[src/tnp_pkg.sv]
// ==========================================================================
// Shared constants of the transmit nibble payload input block
package tnp_pkg;

  // ==========================================================================
  // Register map
  localparam logic [15:0] TEST_CTRL_ADDR    = 16'h110C;
  localparam logic [15:0] STATUS_ADDR       = 16'h1104;
  localparam logic [15:0] TIMING_MODE_ADDR  = 16'h1108;

  // Test control fields
  localparam int          OH_SRC_BIT        = 7;
  localparam int          RX_GAP_BIT        = 6;
  localparam int          TX_GAP_BIT        = 5;
  localparam int          PRBS_LOCK_BIT     = 4;
  localparam int          PRBS_DET_BIT      = 3;
  localparam int          PRBS_GEN_BIT      = 2;
  localparam logic [7:0]  TEST_CTRL_RESET   = 8'h00;
  localparam logic [7:0]  TEST_CTRL_WMASK   = 8'hEC;

  // ==========================================================================
  // Timing modes of the nibble-parallel payload interface
  localparam logic [2:0]  MODE_LOOP         = 3'h4;
  localparam logic [2:0]  MODE_LOCAL_SLAVE  = 3'h5;
  localparam logic [2:0]  MODE_LOCAL_MASTER = 3'h6;
  localparam logic [2:0]  MODE_RESET        = MODE_LOOP;

  // ==========================================================================
  // Frame geometry
  localparam int          FRAME_BYTES       = 537;
  localparam int          PAYLOAD_BYTES     = 530;
  localparam int          OH_BYTES          = FRAME_BYTES - PAYLOAD_BYTES;
  localparam int          NIB_PER_BYTE      = 2;
  localparam int          BITS_PER_NIB      = 4;
  localparam int          FRAME_NIBS        = FRAME_BYTES * NIB_PER_BYTE;
  localparam int          OH_NIBS           = OH_BYTES * NIB_PER_BYTE;
  localparam int          NIB_IDX_W         = 11;
  localparam int          SYNC_STAGES       = 3;

endpackage : tnp_pkg

[src/tnp_sync.sv]
`timescale 1ns/100ps
`default_nettype none
// ==========================================================================
// Three-stage pin synchroniser; output follows once stages two and three agree
module tnp_sync #(
  parameter int WIDTH = 1
) (
  input  wire logic             sys_clk,
  input  wire logic             rstn,
  input  wire logic [WIDTH-1:0] async_in,
  output logic      [WIDTH-1:0] sync_out
);

  logic [WIDTH-1:0] meta_ff;
  logic [WIDTH-1:0] stage2_ff;
  logic [WIDTH-1:0] stage3_ff;
  logic [WIDTH-1:0] out_ff;
  logic [WIDTH-1:0] nxt_out;

  // Per bit: take the new level only when the last two stages match
  assign nxt_out = (stage2_ff & stage3_ff) | (out_ff & (stage2_ff | stage3_ff));

  // Shift chain; first stage is read by the second only
  always_ff @(posedge sys_clk or negedge rstn) begin
    if (!rstn) begin
      meta_ff   <= '0;
      stage2_ff <= '0;
      stage3_ff <= '0;
      out_ff    <= '0;
    end else begin
      meta_ff   <= async_in;
      stage2_ff <= meta_ff;
      stage3_ff <= stage2_ff;
      out_ff    <= nxt_out;
    end
  end

  assign sync_out = out_ff;

endmodule // tnp_sync
`default_nettype wire

[src/tnp_frame_pos.sv]
`timescale 1ns/100ps
`default_nettype none
// ==========================================================================
// Nibble position inside one frame, with overhead slot flags
module tnp_frame_pos #(
  parameter int FRAME_NIBS = tnp_pkg::FRAME_NIBS,
  parameter int OH_NIBS    = tnp_pkg::OH_NIBS
) (
  input  wire logic                           sys_clk,
  input  wire logic                           rstn,
  input  wire logic                           advance,
  input  wire logic                           realign,
  output logic [tnp_pkg::NIB_IDX_W-1:0]       nib_idx,
  output logic                                cur_is_oh,
  output logic                                next_is_oh
);

  localparam logic [tnp_pkg::NIB_IDX_W-1:0] LAST_IDX = (tnp_pkg::NIB_IDX_W)'(FRAME_NIBS - 1);
  localparam logic [tnp_pkg::NIB_IDX_W-1:0] OH_END   = (tnp_pkg::NIB_IDX_W)'(OH_NIBS);

  logic [tnp_pkg::NIB_IDX_W-1:0] idx_ff;
  logic [tnp_pkg::NIB_IDX_W-1:0] nxt_idx;
  logic [tnp_pkg::NIB_IDX_W-1:0] succ_idx;

  // Overhead occupies the leading slots of the frame
  function automatic logic slot_is_oh(input logic [tnp_pkg::NIB_IDX_W-1:0] i);
    slot_is_oh = (i < OH_END);
  endfunction

  // Wrap after the last slot; realign restarts at the first slot
  assign succ_idx   = (idx_ff == LAST_IDX) ? '0 : idx_ff + 1'b1;
  assign nxt_idx    = realign ? '0 : (advance ? succ_idx : idx_ff);
  assign cur_is_oh  = slot_is_oh(idx_ff);
  assign next_is_oh = slot_is_oh(succ_idx);
  assign nib_idx    = idx_ff;

  // Position register
  always_ff @(posedge sys_clk or negedge rstn) begin
    if (!rstn) begin
      idx_ff <= '0;
    end else begin
      idx_ff <= nxt_idx;
    end
  end

endmodule // tnp_frame_pos
`default_nettype wire

[src/tnp_tx_nibble_if.sv]
// Functional notes
// - Gapped mode: indicator pin becomes demand clock
// - Demand pulse suppressed in overhead slots
// - Nibble captured on demand-clock falling edge
// - Loop timing uses recovered line clock
// - Local timing uses local reference clock
// - Test register bit 5 enables gapped mode
// - Transmit enable separate from receive enable
// - Frame is 537 bytes, 7 overhead
// - Overhead slots filled from overhead path
// - Nibble modes are 4 through 6
//
// Decided for this implementation: the strobed register port.
`timescale 1ns/100ps
`default_nettype none
module tnp_tx_nibble_if (
  input  wire logic        sys_clk,
  input  wire logic        rstn,
  input  wire logic [15:0] reg_addr,
  input  wire logic [7:0]  reg_wdata,
  input  wire logic        reg_wr,
  input  wire logic        reg_rd,
  output logic      [7:0]  reg_rdata,
  input  wire logic        recovered_line_clock,
  input  wire logic        local_transmit_ref_clock,
  input  wire logic        frame_sync_in,
  input  wire logic [3:0]  tx_payload_nibble_in,
  output logic             payload_nibble_clock,
  output logic             overhead_indicator_out,
  output logic             frame_start_out,
  input  wire logic [3:0]  overhead_nibble_in,
  input  wire logic        rx_prbs_lock,
  output logic             overhead_source_select,
  output logic             rx_demand_clock_enable,
  output logic             prbs_gen_enable,
  output logic             prbs_det_enable,
  output logic [3:0]       framed_nibble_out,
  output logic             framed_nibble_valid,
  output logic             framed_is_overhead
);

  // ==========================================================================
  // Declarations
  logic [7:0]                    test_ff;
  logic [2:0]                    mode_ff;
  logic [7:0]                    rdata_ff;
  logic [7:0]                    pay_cnt_ff;
  logic                          prev_clk_ff;
  logic                          prev_fsync_ff;
  logic [1:0]                    div_ff;
  logic                          realign_ff;
  logic                          oh_out_ff;
  logic                          fstart_ff;
  logic [3:0]                    framed_ff;
  logic                          fvalid_ff;
  logic                          fis_oh_ff;
  logic [6:0]                    sync_bus;
  logic                          rec_s;
  logic                          loc_s;
  logic                          fsync_s;
  logic [3:0]                    nib_s;
  logic                          sel_clk;
  logic                          clk_rise;
  logic                          nib_start;
  logic                          nib_fall;
  logic                          nib_clk_hi;
  logic                          tx_gap;
  logic                          cur_is_oh;
  logic                          next_is_oh;
  logic [tnp_pkg::NIB_IDX_W-1:0] nib_idx;
  logic                          wr_test;
  logic                          wr_mode;
  logic                          mode_ok;
  logic [7:0]                    test_view;
  logic [7:0]                    nxt_rdata;
  logic                          nxt_oh_out;
  logic                          fsync_rise;
  logic                          pay_take;
  logic                          oh_take;

  // ==========================================================================
  // Pin synchronisers for both clocks, the slave frame sync and the nibble
  tnp_sync #(
    .WIDTH    (7)
  ) u_sync (
    .sys_clk  (sys_clk),
    .rstn     (rstn),
    .async_in ({frame_sync_in, tx_payload_nibble_in, recovered_line_clock,
                local_transmit_ref_clock}),
    .sync_out (sync_bus)
  );

  assign loc_s   = sync_bus[0];
  assign rec_s   = sync_bus[1];
  assign nib_s   = sync_bus[5:2];
  assign fsync_s = sync_bus[6];

  // ==========================================================================
  // Register decode
  assign wr_test   = reg_wr && (reg_addr == tnp_pkg::TEST_CTRL_ADDR);
  assign wr_mode   = reg_wr && (reg_addr == tnp_pkg::TIMING_MODE_ADDR);
  assign mode_ok   = (reg_wdata[2:0] >= tnp_pkg::MODE_LOOP) &&
                     (reg_wdata[2:0] <= tnp_pkg::MODE_LOCAL_MASTER);
  assign test_view = {test_ff[7:5], rx_prbs_lock, test_ff[3:2], 2'h0};
  assign nxt_rdata = !reg_rd ? 8'h00 :
                     (reg_addr == tnp_pkg::TEST_CTRL_ADDR)   ? test_view :
                     (reg_addr == tnp_pkg::TIMING_MODE_ADDR) ? {5'h00, mode_ff} :
                     (reg_addr == tnp_pkg::STATUS_ADDR)      ? pay_cnt_ff : 8'h00;

  // Control bits of the test register
  assign tx_gap                 = test_ff[tnp_pkg::TX_GAP_BIT];
  assign rx_demand_clock_enable = test_ff[tnp_pkg::RX_GAP_BIT];
  assign overhead_source_select = test_ff[tnp_pkg::OH_SRC_BIT];
  assign prbs_det_enable        = test_ff[tnp_pkg::PRBS_DET_BIT];
  assign prbs_gen_enable        = test_ff[tnp_pkg::PRBS_GEN_BIT];

  // Register writes; only writable fields, out-of-range modes ignored
  always_ff @(posedge sys_clk or negedge rstn) begin
    if (!rstn) begin
      test_ff <= tnp_pkg::TEST_CTRL_RESET;
      mode_ff <= tnp_pkg::MODE_RESET;
    end else begin
      if (wr_test) begin
        test_ff <= reg_wdata & tnp_pkg::TEST_CTRL_WMASK;
      end
      if (wr_mode && mode_ok) begin
        mode_ff <= reg_wdata[2:0];
      end
    end
  end

  // Read data stands one cycle after the strobe
  always_ff @(posedge sys_clk or negedge rstn) begin
    if (!rstn) begin
      rdata_ff <= 8'h00;
    end else begin
      rdata_ff <= nxt_rdata;
    end
  end

  assign reg_rdata = rdata_ff;

  // ==========================================================================
  // Timing source and nibble clock
  assign sel_clk    = (mode_ff == tnp_pkg::MODE_LOOP) ? rec_s : loc_s;
  assign clk_rise   = sel_clk && !prev_clk_ff;
  assign nib_start  = clk_rise && (div_ff == 2'h3);
  assign nib_fall   = clk_rise && (div_ff == 2'h1);
  assign nib_clk_hi = !div_ff[1];
  assign fsync_rise = fsync_s && !prev_fsync_ff;

  // Bit clock edges divided by four into the nibble clock
  always_ff @(posedge sys_clk or negedge rstn) begin
    if (!rstn) begin
      prev_clk_ff   <= 1'b0;
      prev_fsync_ff <= 1'b0;
      div_ff        <= 2'h0;
    end else begin
      prev_clk_ff   <= sel_clk;
      prev_fsync_ff <= fsync_s;
      div_ff        <= clk_rise ? div_ff + 2'h1 : div_ff;
    end
  end

  assign payload_nibble_clock = nib_clk_hi;

  // ==========================================================================
  // Frame position; frame slave realigns on the sync pin at next slot start
  tnp_frame_pos #(
    .FRAME_NIBS (tnp_pkg::FRAME_NIBS),
    .OH_NIBS    (tnp_pkg::OH_NIBS)
  ) u_pos (
    .sys_clk    (sys_clk),
    .rstn       (rstn),
    .advance    (nib_start),
    .realign    (nib_start && realign_ff),
    .nib_idx    (nib_idx),
    .cur_is_oh  (cur_is_oh),
    .next_is_oh (next_is_oh)
  );

  // Pending realign request, held until a slot boundary
  always_ff @(posedge sys_clk or negedge rstn) begin
    if (!rstn) begin
      realign_ff <= 1'b0;
    end else if (fsync_rise && (mode_ff == tnp_pkg::MODE_LOCAL_SLAVE)) begin
      realign_ff <= 1'b1;
    end else if (nib_start) begin
      realign_ff <= 1'b0;
    end
  end

  // ==========================================================================
  // Indicator pin: level for the coming slot, or gapped demand clock
  assign nxt_oh_out = tx_gap ? (nib_clk_hi && !cur_is_oh)
                             : next_is_oh;

  always_ff @(posedge sys_clk or negedge rstn) begin
    if (!rstn) begin
      oh_out_ff <= 1'b0;
      fstart_ff <= 1'b0;
    end else begin
      oh_out_ff <= nxt_oh_out;
      fstart_ff <= nib_start && (mode_ff != tnp_pkg::MODE_LOCAL_SLAVE) &&
                   (nib_idx == (tnp_pkg::NIB_IDX_W)'(tnp_pkg::FRAME_NIBS - 1));
    end
  end

  assign overhead_indicator_out = oh_out_ff;
  assign frame_start_out        = fstart_ff;

  // ==========================================================================
  // Capture at the falling nibble edge: payload from pins, overhead elsewhere
  assign pay_take = nib_fall && !cur_is_oh;
  assign oh_take  = nib_fall && cur_is_oh;

  always_ff @(posedge sys_clk or negedge rstn) begin
    if (!rstn) begin
      framed_ff  <= 4'h0;
      fvalid_ff  <= 1'b0;
      fis_oh_ff  <= 1'b0;
      pay_cnt_ff <= 8'h00;
    end else begin
      fvalid_ff  <= pay_take || oh_take;
      fis_oh_ff  <= oh_take ? 1'b1 : (pay_take ? 1'b0 : fis_oh_ff);
      framed_ff  <= pay_take ? nib_s : (oh_take ? overhead_nibble_in : framed_ff);
      pay_cnt_ff <= pay_take ? pay_cnt_ff + 8'h01 : pay_cnt_ff;
    end
  end

  assign framed_nibble_out   = framed_ff;
  assign framed_nibble_valid = fvalid_ff;
  assign framed_is_overhead  = fis_oh_ff;

  // ==========================================================================
  // Checks
  gap_pulse_a : assert property (@(posedge sys_clk) disable iff (!rstn)
    (tx_gap && nib_clk_hi && !cur_is_oh) |=> overhead_indicator_out)
    else $error("demand pulse missing in payload slot");
  gap_suppress_a : assert property (@(posedge sys_clk) disable iff (!rstn)
    (tx_gap && cur_is_oh) |=> !overhead_indicator_out)
    else $error("demand pulse seen in overhead slot");
  ind_level_a : assert property (@(posedge sys_clk) disable iff (!rstn)
    !tx_gap |=> (overhead_indicator_out == $past(next_is_oh)))
    else $error("indicator does not flag coming slot");
  capture_fall_a : assert property (@(posedge sys_clk) disable iff (!rstn)
    (nib_fall && !cur_is_oh) |=> (framed_nibble_valid && !framed_is_overhead &&
                                  framed_nibble_out == $past(nib_s)))
    else $error("payload nibble not captured at fall");
  oh_source_a : assert property (@(posedge sys_clk) disable iff (!rstn)
    (nib_fall && cur_is_oh) |=> (framed_is_overhead &&
                                 framed_nibble_out == $past(overhead_nibble_in)))
    else $error("overhead slot not from overhead path");
  frame_len_a : assert property (@(posedge sys_clk) disable iff (!rstn)
    (nib_start && nib_idx == 11'd1073 && !realign_ff) |=> (nib_idx == 11'd0))
    else $error("frame length is not 537 bytes");
  oh_count_a : assert property (@(posedge sys_clk) disable iff (!rstn)
    cur_is_oh == (nib_idx < 11'd14))
    else $error("overhead slot count wrong");
  loop_src_a : assert property (@(posedge sys_clk) disable iff (!rstn)
    (mode_ff == tnp_pkg::MODE_LOOP) |-> (sel_clk == rec_s))
    else $error("loop timing not on recovered clock");
  local_src_a : assert property (@(posedge sys_clk) disable iff (!rstn)
    (mode_ff != tnp_pkg::MODE_LOOP) |-> (sel_clk == loc_s))
    else $error("local timing not on reference clock");
  gap_write_a : assert property (@(posedge sys_clk) disable iff (!rstn)
    wr_test |=> (tx_gap == $past(reg_wdata[5])))
    else $error("gapped enable not written from bit 5");
  rx_separate_a : assert property (@(posedge sys_clk) disable iff (!rstn)
    wr_test |=> (rx_demand_clock_enable == $past(reg_wdata[6])))
    else $error("receive enable not from its own bit");
  mode_range_a : assert property (@(posedge sys_clk) disable iff (!rstn)
    (mode_ff >= 3'h4) && (mode_ff <= 3'h6))
    else $error("timing mode outside nibble range");

  // Payload counter moves on payload captures only
  pay_count_a : assert property (@(posedge sys_clk) disable iff (!rstn)
    pay_take |=> (pay_cnt_ff == $past(pay_cnt_ff) + 8'h01))
    else $error("payload counter missed a capture");
  oh_no_count_a : assert property (@(posedge sys_clk) disable iff (!rstn)
    oh_take |=> (pay_cnt_ff == $past(pay_cnt_ff)))
    else $error("overhead slot counted as payload");

  // Read data is zero outside the cycle after a read strobe
  rdata_idle_a : assert property (@(posedge sys_clk) disable iff (!rstn)
    !reg_rd |=> (reg_rdata == 8'h00))
    else $error("read data stands without a read");

  gap_frame_c : cover property (@(posedge sys_clk) disable iff (!rstn)
    tx_gap && nib_start && nib_idx == 11'd13);
  nongap_cap_c : cover property (@(posedge sys_clk) disable iff (!rstn)
    !tx_gap && pay_take);
  slave_align_c : cover property (@(posedge sys_clk) disable iff (!rstn)
    realign_ff && nib_start);
  gap_capture_c : cover property (@(posedge sys_clk) disable iff (!rstn)
    tx_gap && pay_take);
  master_slot_c : cover property (@(posedge sys_clk) disable iff (!rstn)
    (mode_ff == tnp_pkg::MODE_LOCAL_MASTER) && nib_start);

endmodule // tnp_tx_nibble_if
`default_nettype wire

[config.mk]
export PLATFORM = sky130hd
export DESIGN_NAME = tnp_tx_nibble_if
export DESIGN_NICKNAME = d
export VERILOG_FILES = /design/src/tnp_pkg.sv /design/src/tnp_sync.sv /design/src/tnp_frame_pos.sv /design/src/tnp_tx_nibble_if.sv
export SDC_FILE = /design/constraint.sdc
export NUM_CORES = 1
export LEC_CHECK = 0
export ABC_AREA = 1
export BUFFER_PORTS_ARGS = -buffer_cell sky130_fd_sc_hd__buf_2
export CAP_MARGIN = 20
export CELL_PAD_IN_SITES_DETAIL_PLACEMENT = 0
export CELL_PAD_IN_SITES_GLOBAL_PLACEMENT = 1
export CORE_MARGIN = 2
export CORE_UTILIZATION = 42
export DETAILED_ROUTE_END_ITERATION = 7
export PLACE_DENSITY = 0.83
export SETUP_SLACK_MARGIN = 0.2
export SLEW_MARGIN = 10
export SYNTH_ARGS = -nofsm -noshare
export SYNTH_HDL_FRONTEND = slang
export SYNTH_HIERARCHICAL = 1
export SYNTH_SLANG_ARGS = --single-unit
[constraint.sdc]
create_clock -name sys_clk -period 2 [get_ports sys_clk]
set_input_delay 0.4 -clock sys_clk [delete_from_list [all_inputs] [get_ports sys_clk]]
set_output_delay 0.4 -clock sys_clk [all_outputs]
set_load 0.02 [all_outputs]
### After elaboration in Yosys (flattened, before gate mapping)

Cells that the tools add are included.

| storage, ports and cells | value |
|---|---|
| bits in registers | 76 |
| logic and storage cells | 76 |
| output and inout port bits | 21 |
| bits of input ports | 40 |

| operators by class | value |
|---|---|
| bitwise gates (word level) | 4 |
| equal/unequal tests | 9 |
| mux-type cells | 15 |
| magnitude comparators | 4 |
| $add $sub $neg | 3 |
| reductions and logical operators | 23 |

Operators with widths:

| operator | count |
|---|---|
| $eq A16 B13 Y1 const B | 3 |
| $mux W11 | 3 |
| $mux W8 | 4 |
| $lt A11 B4 Y1 const B | 2 |
| $logic_and A1 B1 Y1 | 15 |
| $and A7 B7 Y7 | 2 |
| $or A7 B7 Y7 | 2 |
| $add A11 B1 Y11 const B | 1 |
| $eq A11 B11 Y1 const B | 1 |
| $add A8 B1 Y8 const B | 1 |
| $mux W4 | 2 |
| $eq A3 B3 Y1 const B | 2 |
| $mux W1 | 6 |
| $reduce_bool A2 Y1 | 3 |
| $logic_not A1 Y1 | 4 |
| $ge A3 B3 Y1 const B | 1 |
| $le A3 B3 Y1 const B | 1 |
| $ne A3 B3 Y1 const B | 1 |
| $add A2 B1 Y2 const B | 1 |
| $eq A2 B1 Y1 const B | 1 |
| $eq A2 B2 Y1 const B | 1 |
| $logic_or A1 B1 Y1 | 1 |

### Longest topological paths before layout

| depth | value |
|---|---|
| word-level depth | 7 |
| mapped depth | 12 |
| depth with buffers taken out | 12 |

### Cells and area by module

The synthesis kept the hierarchy.

By module, submodules not included:

| module | area an instance (um2) | seq. area each (um2) | cells each | instances |
|---|---|---|---|---|
| tnp_tx_nibble_if | 2008.2 | 927.1 | 245 | 1 |
| tnp_sync | 814.5 | 700.7 | 56 | 1 |
| tnp_frame_pos | 765.7 | 275.3 | 111 | 1 |

### Worst setup path after synthesis

Ideal clock, no wire load.

| timing path | value |
|---|---|
| kind | register to register |
| start | reg mode_ff[2] |
| end | reg u_pos.idx_ff (netlist bit u_pos/nib_idx[10]) |
| required time | 1.918 ns |
| setup time | 0.082 ns |
| stages on the path, launching flop included | 10 |
| path slack | 0.376 ns |
| arrival time | 1.541 ns |
| path buffers | 0 |
| period minus slack after synthesis | 1.624 ns |
| cells stage by stage | dfstp_2 -> nand3_2 -> nand2_2 -> and2_2 -> nand3_1 -> inv_1 -> inv_1 -> nor2_1 -> inv_1 -> o22ai_1 |

| between the ends | value |
|---|---|
| word-level cells in the longest chain between the ends | 6 |
| elaborated cells on any way between the ends | 7 |
| classes of those cells | 1 x eq/ne; 2 x mux; 4 x reduce/logical |

RTL lines:

| item | RTL line | source |
|---|---|---|
| start: declaration | tnp_tx_nibble_if.sv:45 | `logic [2:0] mode_ff;` |
| start signal: assignment | tnp_tx_nibble_if.sv:121 | `mode_ff <= tnp_pkg::MODE_RESET;` |
| start signal: assignment | tnp_tx_nibble_if.sv:127 | `mode_ff <= reg_wdata[2:0];` |
| $eq A3 B3 Y1 (*) | tnp_tx_nibble_if.sv:145 | `assign sel_clk = (mode_ff == tnp_pkg::MODE_LOOP) ? rec_s : loc_s;` |
| $mux W1 (*) | tnp_tx_nibble_if.sv:145 |  |
| named net sel_clk | tnp_tx_nibble_if.sv:62 | `logic sel_clk;` |
| $logic_and A1 B1 Y1 (*) | tnp_tx_nibble_if.sv:146 | `assign clk_rise = sel_clk && !prev_clk_ff;` |
| $logic_and A1 B1 Y1 (*) | tnp_tx_nibble_if.sv:147 | `assign nib_start = clk_rise && (div_ff == 2'h3);` |
| named net nib_start | tnp_tx_nibble_if.sv:64 | `logic nib_start;` |
| $logic_and A1 B1 Y1 | tnp_tx_nibble_if.sv:176 | `.realign (nib_start && realign_ff),` |
| $mux W11 / $reduce_bool A2 Y1 (equally long branches) | - |  |
| end signal: assignment | tnp_frame_pos.sv:42 | `idx_ff <= nxt_idx;` |
| end: declaration | tnp_frame_pos.sv:21 | `logic [tnp_pkg::NIB_IDX_W-1:0] idx_ff;` |

The timed path passes the listed nets; every way through them passes the cells marked *.
A chain may end at the register's enable or synchronous reset.

### Final worst setup path

| timing path | value |
|---|---|
| start | reg mode_ff[2] |
| end | reg u_pos.idx_ff (netlist bit u_pos/nib_idx[4]) |

| between the ends | value |
|---|---|
| word-level cells in the longest chain between the ends | 6 |
| elaborated cells on any way between the ends | 7 |
| classes of those cells | 1 x eq/ne; 2 x mux; 4 x reduce/logical |

RTL lines:

| item | RTL line |
|---|---|
| $eq A3 B3 Y1 (*) | tnp_tx_nibble_if.sv:145 |
| $mux W1 (*) | tnp_tx_nibble_if.sv:145 |
| named net sel_clk | tnp_tx_nibble_if.sv:62 |
| $logic_and A1 B1 Y1 (*) | tnp_tx_nibble_if.sv:146 |
| $logic_and A1 B1 Y1 (*) | tnp_tx_nibble_if.sv:147 |
| $logic_and A1 B1 Y1 | tnp_tx_nibble_if.sv:176 |
| $mux W11 / $reduce_bool A2 Y1 (equally long branches) | - |

Marked as above.

==> results.sh <==
export IMPL_multi_input_area_mm2=0.00143
export IMPL_drv_cap=0
export IMPL_post_dp_hpwl_um=5300
export IMPL_ctsHoldBuffers=0
export IMPL_routed_wl_um=7330
export IMPL_wl_per_cell_um=12.3
export IMPL_slew_violations=0
export IMPL_async_flop_share=1.00
export IMPL_ant_nets=0
export IMPL_p_int_w=0.00281
export IMPL_final_cell_mix="89 x nand2_1, 74 x dfrtp_1, 62 x inv_1"
export IMPL_io_buffers=59
export IMPL_die_h_um=96.4
export IMPL_timing_fmax_mhz=577
export IMPL_clk_pin_slew_worst_paths_ns=0.08
export IMPL_drt_pass1_iter_count=4
export IMPL_r2r_start="mode_ff[2]$_DFFE_PN1P_"
export IMPL_synth_distinct_cells=35
export IMPL_synth_cells=412
export IMPL_antenna_found_initial=0
export IMPL_finalSetupViolCount=0
export IMPL_cts_tree="built"
export IMPL_status="finished with violations"
export IMPL_grt_pass1_vias=2899
export IMPL_ys_seq_area_frac=0.530
export IMPL_cellPowerDensity_mw_per_mm2=894
export IMPL_p_clk_frac=0.379
export IMPL_clkSinkCount=76
export IMPL_initial_core_util=0.435
export IMPL_worst_pin_slew_ns=0.492
export IMPL_die_area_mm2=0.00930
export IMPL_final_util=0.527
export IMPL_coreArea_mm2=0.00826
export IMPL_num_io_pins=61
export IMPL_clock_path_buffers=2
export IMPL_rows=33
export IMPL_synth_avg_cell_area_um2=8.71
export IMPL_grt_max_degree=43
export IMPL_n_fill_cell=765
export IMPL_grt_overflow_total=0
export IMPL_finalHoldViolCount=7
export IMPL_nNetsFinal=531
export IMPL_comb_power_share=0.167
export IMPL_cts_htree_levels=3
export IMPL_diodes=0
export IMPL_dp_cells=575
export IMPL_area_growth_syn_to_layout_pct=21.2
export IMPL_syn_nets=457
export IMPL_synth_ff_type="dfrtp_1"
export IMPL_tns_ns=0
export IMPL_startpoint_type="flip-flop"
export IMPL_period_share=0.867
export IMPL_period_minus_slack_ns=1.73
export IMPL_grt_usage=0.173
export IMPL_crit_fanout=4
export IMPL_die_w_um=96.4
export IMPL_p_leak_nw=2.19
export IMPL_cp_required_ns=2.23
export IMPL_instances_no_fill=596
export IMPL_critical_path_class="reg -> reg"
export IMPL_hp_class="in -> async"
export IMPL_drcViolationCount=0
export IMPL_p_sw_frac=0.276
export IMPL_switching_power_w=0.00107
export IMPL_holdWs_ns=-0.00310
export IMPL_violations="negative hold slack"
export IMPL_clk_latency_ns=0.34
export IMPL_crit_arrival_ns=1.96
export IMPL_relSlewSlack=0.671
export IMPL_grt_pass1_wl_um=12600
export IMPL_end_kind="flip-flop"
export IMPL_drtIter0Drc=82
export IMPL_rsz0062_at_grt="yes"
export IMPL_synth_edf_count=0
export IMPL_layout_commonest_cell="nand2_1"
export IMPL_routed_via_density=4.78
export IMPL_drive_gt1_frac=0.255
export IMPL_regArea_mm2=0.00190
export IMPL_ys_warnings_count=6
export IMPL_vias=2850
export IMPL_vdd_ir_drop_max_uv=431
export IMPL_power_frac_seq=0.454
export IMPL_synth_seq_cells=76
export IMPL_routabilityCongestion=0.842
export IMPL_startpoint="mode_ff[2]$_DFFE_PN1P_"
export IMPL_netlist_area_mm2=0.00359
export IMPL_finClkSkew_ns=0.0110
export IMPL_root_buffer="clkbuf_8"
export IMPL_cts_made_buffers=9
through the flow:
step | cell area [µm²] | power, W | hold WS [ns] | setup slack (ns)
3_3_place_gp | 4020 | 0.00236 | 0.333 | 0.143
4_1_cts | 4280 | 0.00387 | 0.00807 | 0.194
6_report | 4350 | 0.00389 | -0.00310 | 0.266
2_1_floorplan | 3590 | 0.00216 | 0.104 | 0.376
5_1_grt | 4350 | 0.00411 | 0.0202 | 0.161
3_5_place_dp | 4020 | 0.00239 | 0.336 | 0.146
registers in the layout, indices dropped and copies added, names as in the netlist, 2 cells and up:
signal and flops:
pay_cnt_ff 8, u_sync/sync_out 7, u_sync/stage3_ff 7, framed_nibble_out 4, u_pos/nib_idx 11, u_sync/meta_ff 7
mode_ff 3, u_sync/stage2_ff 7, test_ff 5, reg_rdata 8, div_ff 2
power by group through the flow:
| stage | Clock [W] | Combinational (W) | Sequential [W] |
|---|---|---|---|
| floorplan | 0 | 0.000321 | 0.00184 |
| global placement | 0 | 0.000570 | 0.00179 |
| detailed placement | 0 | 0.000590 | 0.00180 |
| CTS | 0.00151 | 0.000595 | 0.00177 |
| global route | 0.00158 | 0.000742 | 0.00178 |
| finish | 0.00147 | 0.000650 | 0.00176 |
synth_stat cells (6+ instances only):
cell     instances  area (µm²)
a21oi_1         24         120
dfrtp_1         75        1880
inv_1           65         244
nand2_1         89         334
nand2_2          6        37.5
nand3_1         22         110
nand4_1         14        87.6
nor2_1          34         128
nor2_2           8        50.1
o21ai_0         16        80.1
o22ai_1          6        37.5
xor2_1           9        78.8
repair_timing:
action                                  CTS  global route
buffers inserted                          0             5
endpoints found under the hold margin     0             0
resized for setup                         6            10
pin swaps                                 0             0
endpoints found under the setup margin   11            16
area by class of cell:
cell class | count | area share
sequential | 76 | 0.438
multi-input combinational | 264 | 0.329
clock buffer | 10 | 0.0316
clock inverter | 6 | 0.0270
timing repair buffer | 68 | 0.0869
tap | 105 | 0.0302
inverter | 67 | 0.0578
critical path, stage by stage, from the launching register on:
cell	delay [ns]
dfstp_2	0.57
nand3_2	0.08
nand2_2	0.10
and2_2	0.17
nand3_2	0.13
nor2_4	0.16
nor2_4	0.07
buf_4	0.13
a22o_2	0.21
cells by family (layout without fill, tap and decap cells):
kind of cell	after synthesis	after routing	share of synthesized area
AND/OR/NAND/NOR	194	194	0.263
AO/OA/AOI/OAI	55	55	0.0833
flip-flops	76	76	0.530
buffers and inverters	72	151	0.0819
adder cells (fa/ha/maj)	5	5	0.0174
XOR/XNOR	10	10	0.0244
worst paths after layout:
path                                            endpoint  slack [ns]  cells past startpoint
max reg2reg                 u_pos/nib_idx[4]$_DFFE_PN0P_        0.27                      8
min in group sys_clk         u_sync/meta_ff[0]$_DFF_PN0_        0.16                      1
max                         u_pos/nib_idx[4]$_DFFE_PN0P_        0.27                      8
min reg2reg                u_sync/stage2_ff[2]$_DFF_PN0_        0.36                      0
min                         u_sync/sync_out[0]$_DFF_PN0_      -0.003                      1
max in group asynchronous   u_pos/nib_idx[0]$_DFFE_PN0P_        1.42                      2
per-layer routing:
layer | track usage | wire length (µm) | up-vias
li1 | - | - | 1471
met4 | 0.0704 | 106 | 0
met3 | 0.0349 | 249 | 12
met2 | 0.289 | 3550 | 46
met5 | 0 | 0 | -
met1 | 0.221 | 3420 | 1321
Note: power is estimated with default switching activity, not from simulation.
